**config.mk**
```make
export PLATFORM = sky130hd
export DESIGN_NAME = ptk_top
export DESIGN_NICKNAME = d
export VERILOG_FILES = /design/src/ptk_pkg.sv /design/src/ptk_sync.sv /design/src/ptk_irq.sv /design/src/ptk_top.sv
export VERILOG_INCLUDE_DIRS = /design/src
export SDC_FILE = /design/constraint.sdc
export NUM_CORES = 1
export LEC_CHECK = 0
export BUFFER_PORTS_ARGS = -buffer_cell sky130_fd_sc_hd__buf_2
export CORE_UTILIZATION = 35
export CTS_CLUSTER_SIZE = 10
export DETAILED_ROUTE_END_ITERATION = 16
export GPL_TIMING_DRIVEN = 0
export HOLD_SLACK_MARGIN = 0.05
export PLACE_DENSITY = 0.64
export REMOVE_ABC_BUFFERS = 1
export SYNTH_ARGS = -nofsm -noshare
export SYNTH_HDL_FRONTEND = slang
export SYNTH_SLANG_ARGS = --single-unit
```
**constraint.sdc**
```tcl
create_clock -name CLK -period 2.6 [get_ports CLK]
set_input_delay 0.39 -clock CLK [delete_from_list [all_inputs] [get_ports CLK]]
set_output_delay 0.39 -clock CLK [all_outputs]
set_load 0.02 [all_outputs]
```
**src/ptk_params.svh**
```systemverilog
// Register offsets, field positions, reset values and widths of the tick counter
`ifndef PTK_PARAMS_SVH
`define PTK_PARAMS_SVH

// ==========================================================
// Register offsets (byte addresses)
`define PTK_ADDR_W 8
`define PTK_OFF_CTRL 8'h10
`define PTK_OFF_RELOAD 8'h14
`define PTK_OFF_CURRENT 8'h18
`define PTK_OFF_IRQ_STAT 8'h1C
`define PTK_OFF_IRQ_MASK 8'h20

// ==========================================================
// Field positions
`define PTK_CNT_W 24
`define PTK_BIT_ENABLE 0
`define PTK_BIT_REQ_EN 1
`define PTK_BIT_SRC_SEL 2
`define PTK_BIT_ZERO_FLAG 16
`define PTK_IRQ_N 1
`define PTK_IRQ_ZERO 0

// ==========================================================
// Reset values
`define PTK_RST_WORD 32'h0000_0000
`define PTK_RST_CNT 24'h00_0000
`define PTK_CNT_ONE 24'h00_0001

`endif

```
**src/ptk_pkg.sv**
```systemverilog
// Types shared by the tick counter modules
`default_nettype none

package ptk_pkg;

	// ==========================================================
	// Counter run state
	typedef enum logic [1:0] {
		PTK_ST_OFF = 2'b01,
		PTK_ST_RUN = 2'b10
	} ptk_state_t;

	// ==========================================================
	// Register select
	typedef enum logic [5:0] {
		PTK_SEL_NONE = 6'h01,
		PTK_SEL_CTRL = 6'h02,
		PTK_SEL_RELOAD = 6'h04,
		PTK_SEL_CURRENT = 6'h08,
		PTK_SEL_STAT = 6'h10,
		PTK_SEL_MASK = 6'h20
	} ptk_sel_t;

endpackage

`default_nettype wire

```
**src/ptk_sync.sv**
```systemverilog
// Two-stage synchroniser for a level from outside the clock domain
`timescale 1ns/1ps
`default_nettype none

module ptk_sync (
	// Clock and reset
	input wire logic clk,
	input wire logic nrst,
	// Level
	input wire logic d,
	output logic q
);

	logic meta_q;

	// First stage feeds only the second
	always_ff @(posedge clk or negedge nrst) begin
		if (!nrst) begin
			meta_q <= 1'b0;
			q <= 1'b0;
		end else begin
			meta_q <= d;
			q <= meta_q;
		end
	end

endmodule

`default_nettype wire

```
**src/ptk_irq.sv**
```systemverilog
// Sticky interrupt status with write-one-to-clear, mask and level output
`timescale 1ns/1ps
`default_nettype none

module ptk_irq #(
	parameter int N = 1
) (
	// Clock and reset
	input wire logic clk,
	input wire logic nrst,
	// Events
	input wire logic [N-1:0] evt,
	// Software access
	input wire logic wr_clr,
	input wire logic wr_mask,
	input wire logic [N-1:0] wdata,
	// State
	output logic [N-1:0] status,
	output logic [N-1:0] mask,
	output logic irq
);

	// ==========================================================
	// Status: a set in the clear cycle wins, so no event is lost
	genvar i;
	generate
		for (i = 0; i < N; i++) begin : g_bit
			always_ff @(posedge clk or negedge nrst) begin
				if (!nrst) begin
					status[i] <= 1'b0;
				end else if (evt[i]) begin
					status[i] <= 1'b1;
				end else if (wr_clr && wdata[i]) begin
					status[i] <= 1'b0;
				end
			end
		end
	endgenerate

	always_ff @(posedge clk or negedge nrst) begin
		if (!nrst) begin
			mask <= '0;
		end else if (wr_mask) begin
			mask <= wdata;
		end
	end

	assign irq = |(status & mask);
endmodule

`default_nettype wire

```
**src/ptk_top.sv**
```systemverilog
// Periodic 24-bit down counter with control, reload and current value registers
//
// Functional notes
// - Count from one to zero sets flag
// - Control read or current write clears flag
// - Source select 0 external reference, 1 core
// - Request enable pends exception at zero
// - Request disabled: no pend, poll flag
// - Software clear of count never pends
// - Enable 0 stops; 1 reloads repeatedly
// - 24-bit reload copied in at zero
// - Decrement, reload next tick, keep decrementing
// - Reload of zero holds count at zero
// - Any current value write clears count
`timescale 1ns/1ps
`default_nettype none
`include "ptk_params.svh"

module ptk_top #(
	parameter int CNT_W = `PTK_CNT_W
) (
	// Clock and reset
	input wire logic CLK,
	input wire logic NRST,
	// Register port
	input wire logic [`PTK_ADDR_W-1:0] ADDR,
	input wire logic [31:0] WDATA,
	input wire logic WR,
	input wire logic RD,
	output logic [31:0] RDATA,
	// External reference clock, sampled
	input wire logic REF_CLK_IN,
	// Core side
	output logic TICK_PEND,
	output logic IRQ,
	output logic COUNTING
);

	// ==========================================================
	// Address decode
	function automatic ptk_pkg::ptk_sel_t sel_of(input logic [`PTK_ADDR_W-1:0] a);
		case (a)
			`PTK_OFF_CTRL: sel_of = ptk_pkg::PTK_SEL_CTRL;
			`PTK_OFF_RELOAD: sel_of = ptk_pkg::PTK_SEL_RELOAD;
			`PTK_OFF_CURRENT: sel_of = ptk_pkg::PTK_SEL_CURRENT;
			`PTK_OFF_IRQ_STAT: sel_of = ptk_pkg::PTK_SEL_STAT;
			`PTK_OFF_IRQ_MASK: sel_of = ptk_pkg::PTK_SEL_MASK;
			default: sel_of = ptk_pkg::PTK_SEL_NONE;
		endcase
	endfunction

	ptk_pkg::ptk_sel_t wr_sel;
	ptk_pkg::ptk_sel_t rd_sel;
	logic wr_ctrl;
	logic wr_reload;
	logic wr_current;
	logic rd_ctrl;

	assign wr_sel = WR ? sel_of(ADDR) : ptk_pkg::PTK_SEL_NONE;
	assign rd_sel = RD ? sel_of(ADDR) : ptk_pkg::PTK_SEL_NONE;
	assign wr_ctrl = (wr_sel == ptk_pkg::PTK_SEL_CTRL);
	assign wr_reload = (wr_sel == ptk_pkg::PTK_SEL_RELOAD);
	assign wr_current = (wr_sel == ptk_pkg::PTK_SEL_CURRENT);
	assign rd_ctrl = (rd_sel == ptk_pkg::PTK_SEL_CTRL);

	// ==========================================================
	// Control bits
	logic enable_q;
	logic req_en_q;
	logic src_sel_q;
	logic [CNT_W-1:0] reload_q;
	logic [CNT_W-1:0] cur_q;
	logic [CNT_W-1:0] cur_d;
	logic zero_flag_q;

	// Only defined bits are stored; the rest of a write is dropped
	always_ff @(posedge CLK or negedge NRST) begin
		if (!NRST) begin
			enable_q <= 1'b0;
			req_en_q <= 1'b0;
			src_sel_q <= 1'b0;
		end else if (wr_ctrl) begin
			enable_q <= WDATA[`PTK_BIT_ENABLE];
			req_en_q <= WDATA[`PTK_BIT_REQ_EN];
			src_sel_q <= WDATA[`PTK_BIT_SRC_SEL];
		end
	end

	always_ff @(posedge CLK or negedge NRST) begin
		if (!NRST) begin
			reload_q <= '0;
		end else if (wr_reload) begin
			reload_q <= WDATA[CNT_W-1:0];
		end
	end

	// ==========================================================
	// Reference clock: synchronise, then find its rising edge
	logic ref_sync;
	logic ref_prev_q;
	logic ref_rise;

	ptk_sync u_ref_sync (
		.clk(CLK),
		.nrst(NRST),
		.d(REF_CLK_IN),
		.q(ref_sync)
	);

	always_ff @(posedge CLK or negedge NRST) begin
		if (!NRST) begin
			ref_prev_q <= 1'b0;
		end else begin
			ref_prev_q <= ref_sync;
		end
	end

	// Reference must run below half the core rate to be seen
	assign ref_rise = ref_sync && !ref_prev_q;

	// ==========================================================
	// Run state
	ptk_pkg::ptk_state_t state_q;
	ptk_pkg::ptk_state_t state_d;

	always_comb begin
		state_d = state_q;
		case (state_q)
			ptk_pkg::PTK_ST_OFF: begin
				if (enable_q) begin
					state_d = ptk_pkg::PTK_ST_RUN;
				end
			end
			ptk_pkg::PTK_ST_RUN: begin
				if (!enable_q) begin
					state_d = ptk_pkg::PTK_ST_OFF;
				end
			end
			default: begin
				state_d = ptk_pkg::PTK_ST_OFF;
			end
		endcase
	end

	always_ff @(posedge CLK or negedge NRST) begin
		if (!NRST) begin
			state_q <= ptk_pkg::PTK_ST_OFF;
		end else begin
			state_q <= state_d;
		end
	end

	// ==========================================================
	// Counter
	logic tick;
	logic zero_evt;

	// Counting stops at once when enable drops
	assign tick = enable_q && (src_sel_q ? 1'b1 : ref_rise);
	assign zero_evt = tick && !wr_current && (cur_q == `PTK_CNT_ONE);

	always_comb begin
		cur_d = cur_q;
		if (wr_current) begin
			cur_d = '0;
		end else if (tick) begin
			if (cur_q == '0) begin
				cur_d = reload_q;
			end else begin
				cur_d = cur_q - 1'b1;
			end
		end
	end

	always_ff @(posedge CLK or negedge NRST) begin
		if (!NRST) begin
			cur_q <= '0;
		end else begin
			cur_q <= cur_d;
		end
	end

	// Set wins over a clear in the same cycle
	always_ff @(posedge CLK or negedge NRST) begin
		if (!NRST) begin
			zero_flag_q <= 1'b0;
		end else if (zero_evt) begin
			zero_flag_q <= 1'b1;
		end else if (rd_ctrl || wr_current) begin
			zero_flag_q <= 1'b0;
		end
	end

	// ==========================================================
	// Exception pend and interrupt
	logic pend_set;
	logic [`PTK_IRQ_N-1:0] irq_stat;
	logic [`PTK_IRQ_N-1:0] irq_mask;

	// Software clearing never reaches zero_evt, so never pends
	assign pend_set = zero_evt && req_en_q;

	always_ff @(posedge CLK or negedge NRST) begin
		if (!NRST) begin
			TICK_PEND <= 1'b0;
		end else begin
			TICK_PEND <= pend_set;
		end
	end

	ptk_irq #(
		.N(`PTK_IRQ_N)
	) u_irq (
		.clk(CLK),
		.nrst(NRST),
		.evt(pend_set),
		.wr_clr(wr_sel == ptk_pkg::PTK_SEL_STAT),
		.wr_mask(wr_sel == ptk_pkg::PTK_SEL_MASK),
		.wdata(WDATA[`PTK_IRQ_N-1:0]),
		.status(irq_stat),
		.mask(irq_mask),
		.irq(IRQ)
	);

	assign COUNTING = (state_q == ptk_pkg::PTK_ST_RUN);

	// ==========================================================
	// Read data, one cycle after the strobe
	logic [31:0] rd_word;

	always_comb begin
		rd_word = `PTK_RST_WORD;
		case (rd_sel)
			ptk_pkg::PTK_SEL_CTRL: begin
				rd_word[`PTK_BIT_ENABLE] = enable_q;
				rd_word[`PTK_BIT_REQ_EN] = req_en_q;
				rd_word[`PTK_BIT_SRC_SEL] = src_sel_q;
				rd_word[`PTK_BIT_ZERO_FLAG] = zero_flag_q;
			end
			ptk_pkg::PTK_SEL_RELOAD: rd_word[CNT_W-1:0] = reload_q;
			ptk_pkg::PTK_SEL_CURRENT: rd_word[CNT_W-1:0] = cur_q;
			ptk_pkg::PTK_SEL_STAT: rd_word[`PTK_IRQ_N-1:0] = irq_stat;
			ptk_pkg::PTK_SEL_MASK: rd_word[`PTK_IRQ_N-1:0] = irq_mask;
			default: rd_word = `PTK_RST_WORD;
		endcase
	end

	// Data valid only in the cycle after a read; zero otherwise
	always_ff @(posedge CLK or negedge NRST) begin
		if (!NRST) begin
			RDATA <= `PTK_RST_WORD;
		end else begin
			RDATA <= rd_word;
		end
	end
endmodule

`default_nettype wire

```
### Word-level counts from Yosys, hierarchy flattened

Cells that the tools add are included.

* register bits after elaboration: 84
* logic and storage cells: 69

* $add $sub $neg: 1
* equal/unequal tests: 20
* multiplexer cells: 19
* bitwise gates (word level): 1
* reduce and logical (&&, ||, !) cells: 14

Operators with widths (count)
* two-way mux 24 bit: 3
* equality test 8 x 5 -> 1 bit, second input constant: 4
* one-hot mux 6 bit (5 select lines): 1
* one-hot mux 13 bit (2 select lines): 1
* equality test 24 x 1 -> 1 bit, second input constant: 1
* logical NOT 24 bit: 1
* subtractor 24 x 1 -> 24 bit, second input constant: 1
* one-hot mux 7 bit (2 select lines): 1
* equality test 6 x 2 -> 1 bit, second input constant: 2
* equality test 6 x 3 -> 1 bit, second input constant: 2
* equality test 6 x 4 -> 1 bit, second input constant: 2
* equality test 6 x 5 -> 1 bit, second input constant: 2
* equality test 6 bit, second input constant: 2
* two-way mux 6 bit: 2
* equality test 8 x 6 -> 1 bit, second input constant: 1
* logical AND 1 bit: 6
* one-hot mux 2 bit (3 select lines): 1
* nonzero test 2 bit: 3
* two-way mux 1 bit: 5
* one-hot mux 1 bit (5 select lines): 1
* two-way mux 2 bit: 2
* inequality test 2 bit, second input constant: 2
* one-hot mux 2 bit (2 select lines): 1
* one-hot mux 1 bit (3 select lines): 1
* 6 further kinds: 7

### Depth between registers and ports, before layout

* depth in word-level cells: 9
* gate-level depth with buffers: 9
* gate-level depth less buffers: 7

### Cells and area by module

A second synthesis with hierarchy kept.

* cell total of the unflattened synthesis: 399
* area total of the unflattened synthesis: 4149.0 sq um

Modules (own cells, without submodules)
* ptk_top: instances 1, cells each 391, area each 4016.4 sq um
* ptk_irq: instances 1, cells each 6, area each 82.6 sq um
* ptk_sync: instances 1, cells each 2, area each 50.0 sq um

### Worst setup path before layout

OpenSTA, ideal clock, no wires.

* path kind: flip-flop to flip-flop
* start: reg cur_q[19]
* end: reg cur_q[15]
* arrival: 2.141 ns
* slack: 0.337 ns
* cell stages (with the launch flop): 8
* path buffers: 2
* period minus slack after synthesis: 2.263 ns
* path through: dfrtp_1 -> or4_1 -> buf_6 -> nor4b_4 -> nand3_2 -> buf_6 -> mux2_1 -> a32o_1

* longest elaborated chain between the ends: 4

RTL lines
* start: declaration: line ptk_top.sv:72 `logic [CNT_W-1:0] cur_q;`
* start signal: assignment: line ptk_top.sv:179 `cur_q <= cur_d;`
* logical NOT 24 bit: line ptk_top.sv:167 `if (cur_q == '0) begin`
* two-way mux 24 bit: line ptk_top.sv:167
* two-way mux 24 bit: line ptk_top.sv:166 `end else if (tick) begin`
* two-way mux 24 bit: line ptk_top.sv:164 `if (wr_current) begin`

No other way between the ends. The select of a mux whose other input is x is not followed.
A chain may end at the register's enable or synchronous reset.

### Worst setup path in the final report

Ends and elaborated chain as after synthesis.

==> flow_summary.json <==
{
  "fillCellCount": 1121,
  "cts-hold-fix-buffers": 0,
  "ir_drop_mv": 0.266,
  "seq_area_frac_synth": 0.513,
  "gp_congestion": 0.876,
  "reg2reg_from": "cur_q[19]",
  "syn_to_final_growth_pct": 18.2,
  "period_needed_ps": 2550,
  "power_density_mw_per_mm2": 663,
  "cp_num_cells": 5,
  "postRouteAntennaNets": 0,
  "first_pass_iters": 5,
  "cap_violations": 0,
  "critPathArrivalTime_ps": 2780,
  "postLayoutCoreUtil": 0.424,
  "fp-row-count": 39,
  "antenna_found_initial": 0,
  "rsz0062_at_grt": "true",
  "vias": 3253,
  "yosys_warnings": 0,
  "grt_first_pass_wirelength_microns": 16000,
  "cts_root_buffer": "clkbuf_16",
  "rr_worst_depth": 5,
  "slew_viol_final": 0,
  "synthCells": 376,
  "synth_compound_area_frac": 0.174,
  "worstReg2RegEnd": "cur_q[15]",
  "synth_seq_cells": 84,
  "place_hpwl_microns": 6580,
  "cts_tree": "done",
  "ys_types": 57,
  "crit_end": "cur_q[15]",
  "viasPerCell": 5.64,
  "ys.flop_type": "dfrtp_1",
  "synthesis.area_sq_mm": 0.00410,
  "die_area_sq_mm": 0.0121,
  "placed_cell_area_sq_mm": 0.00449,
  "end_kind": "register",
  "synthAdderAreaFrac": 0.00916,
  "synth_top_family_by_area": "compound AO/OA/AOI/OAI gates",
  "leakagePower_nw": 2.29,
  "die_w_microns": 110,
  "crit_slowest_cell": "or4_4",
  "grt_max_degree": 44,
  "crit_path_start_kind": "register",
  "path_clk_slew_ps": 60,
  "critical_path_required_ps": 2830,
  "port_buffers": 63,
  "timing.fmax_mhz": 392,
  "clk_latency_ps": 340,
  "synthSimpleGateAreaFrac": 0.145,
  "core_area_sq_mm": 0.0114,
  "initial_core_util": 0.359,
  "path_cells": "or4_4, nor4b_4, nand3_4, mux2_1, a32o_1",
  "syn_avg_cell_area_sq_um": 10.9,
  "cts_htree_levels": 3,
  "regToRegSetupSlack_ps": 50,
  "drt-total-wl_microns": 9990,
  "hold_viol": 0,
  "grt_pass1_vias": 3179,
  "antennaDiodeCount": 0,
  "clock-sinks": 84,
  "final_nets": 477,
  "yosys.area_share.xor_xnor": 0.00214,
  "wire_per_inst_microns": 17.3,
  "worst-path-buf-inv": 0,
  "worst_slew_pin_slew_ps": 1080,
  "cp_slowest_stage_delay_ps": 650,
  "slew-limit-headroom": 0.277,
  "crit_family": "simple AND/OR/NAND/NOR gates",
  "fin_ws_ps": 49.4,
  "finClkSkew_ps": 7.85,
  "synthArstFlopShare": 1.00,
  "place_ws_ps": -388,
  "status": "completed",
  "drcViolationCount": 0,
  "critPathKind": "reg -> reg",
  "ios": 80,
  "drtIter0Drc": 194,
  "cts.path.max_buffers": 2,
  "startpoint": "cur_q[19]",
  "synth-edff-count": 0,
  "postLayoutCellArea_sq_mm": 0.00484,
  "worstPathMaxFanout": 20,
  "period_share": 0.981,
  "numCtsBuffers": 9,
  "setup_viol": 0,
  "grt_remaining_overflow": 0,
  "grt_util_all_layers": 0.174,
  "hp-class": "in -> async",
  "total_power_w": 0.00321,
  "layout-drive-gt1-share": 0.306,
  "die_h_microns": 110,
  "synth_mux_area_frac": 0.100
}
-- Yosys cell counts, types with 2 or more instances --
library cell,number,area [sq um]
a211oi_1,3,22.5
nand2b_1,2,12.5
inv_1,12,45.0
o2bb2ai_1,2,17.5
a22oi_1,2,15.0
and3_1,2,12.5
buf_6,3,33.8
a32o_1,9,90.1
a21o_1,2,15.0
o21ai_1,3,15.0
buf_4,9,67.6
a222oi_1,3,30.0
nor2b_1,3,18.8
a21oi_1,21,105
a221oi_1,2,17.5
mux2_2,31,349
buf_2,3,15.0
clkbuf_1,18,67.6
a22o_1,21,184
nor2_1,15,56.3
nand4_1,4,25.0
o22ai_1,8,50.1
dfrtp_1,83,2080
nor4_1,11,68.8
mux2i_1,2,20.0
nand2_1,26,97.6
and2_0,2,12.5
or3_1,4,25.0
mux2_4,2,30.0
o21ai_0,17,85.1
nor3_1,13,65.1
or4_1,6,45.0
nand3_1,6,30.0
ha_1,3,37.5
-- layer usage --
layer,share of wire,routed length (microns),track usage
met5,0,0,0
met4,0.0091,91,0.0611
met3,0.056,564,0.0406
met2,0.49,4930,0.288
met1,0.44,4400,0.224
-- registers in the layout, indices dropped and copies added (netlist names), 2 cells and up --
name,cells
cur_q,24
RDATA,24
reload_q,24
state_q,2
-- area by class of cell --
type | count | area (sq um) | area share
Timing Repair Buffer | 68 | 375 | 0.0775
Sequential cell | 84 | 2100 | 0.434
Multi-Input combinational cell | 254 | 1830 | 0.377
Tap cell | 143 | 179 | 0.0369
Clock inverter | 5 | 60.1 | 0.0124
Inverter | 12 | 45.0 | 0.00930
Clock buffer | 11 | 253 | 0.0522
-- through the flow --
step	instances	setup TNS (ps)	hold WS (ps)
after floorplan	350	-269	94.4
after global placement	556	-31890	332
after detailed placement	559	-4690	335
after CTS	577	0	52.7
after global routing	577	-35.1	64.8
final	577	0	38.3
-- repair_timing --
item                       CTS  global route
pin swaps                    1             1
setup endpoints to repair   24            15
setup buffers                2             0
gates resized for setup      5             4
-- report_power, final --
group          total (W)  leakage (nW)  internal [W]  switching, W
logic           0.000426          1.01      0.000168      0.000258
clock network    0.00133         0.152      0.000798      0.000532
registers        0.00145          1.13       0.00137     0.0000861
total            0.00321          2.29       0.00233      0.000876
-- placed cells by master, fill, tap and decap left out, types with 3 or more instances in the layout --
master,synthesis,final
a22o_1,21,21
a211oi_1,3,3
nor4_1,11,10
a222oi_1,3,3
nor2b_1,3,3
a21oi_1,21,21
a32o_1,9,9
mux2_2,31,31
conb_1,1,8
o22ai_1,8,8
or3_1,4,4
nand3_1,6,6
dfrtp_1,83,83
ha_1,3,3
nand4_1,4,4
or4_1,6,5
nor2_1,15,14
buf_4,9,3
clkbuf_16,0,9
inv_1,12,12
nor3_1,13,12
nand2_1,26,25
o21ai_0,17,17
buf_2,3,62
-- worst min path at each step --
stage                            startpoint      endpoint  slack, ps  cells after the start
after global placement    u_ref_sync.meta_q  u_ref_sync.q        330                      0
after CTS                              NRST   reload_q[4]         50                      1
after detailed placement  u_ref_sync.meta_q  u_ref_sync.q        330                      0
final                                  NRST   reload_q[4]         40                      1
after floorplan                        NRST      RDATA[0]         90                      0
after global routing                   NRST   reload_q[4]         60                      1
-- logic make-up after synthesis --
kind of cell | after synthesis
other | 1
buffers and inverters | 45
xor gates and xnor gates | 1
adders and majority gates | 3
AOI/OAI and AO/OA | 101
DFF | 84
and+or+nand+nor | 105
muxes | 36
-- worst register-to-register path: cells and delay by family (launching register included) --
family | cells | cell delay, ps
multiplexers | 1 | 410
AND/OR/NAND/NOR | 3 | 1380
AO/OA/AOI/OAI | 1 | 200
flip-flops | 1 | 460
Note: power is estimated with default switching activity, not from simulation.
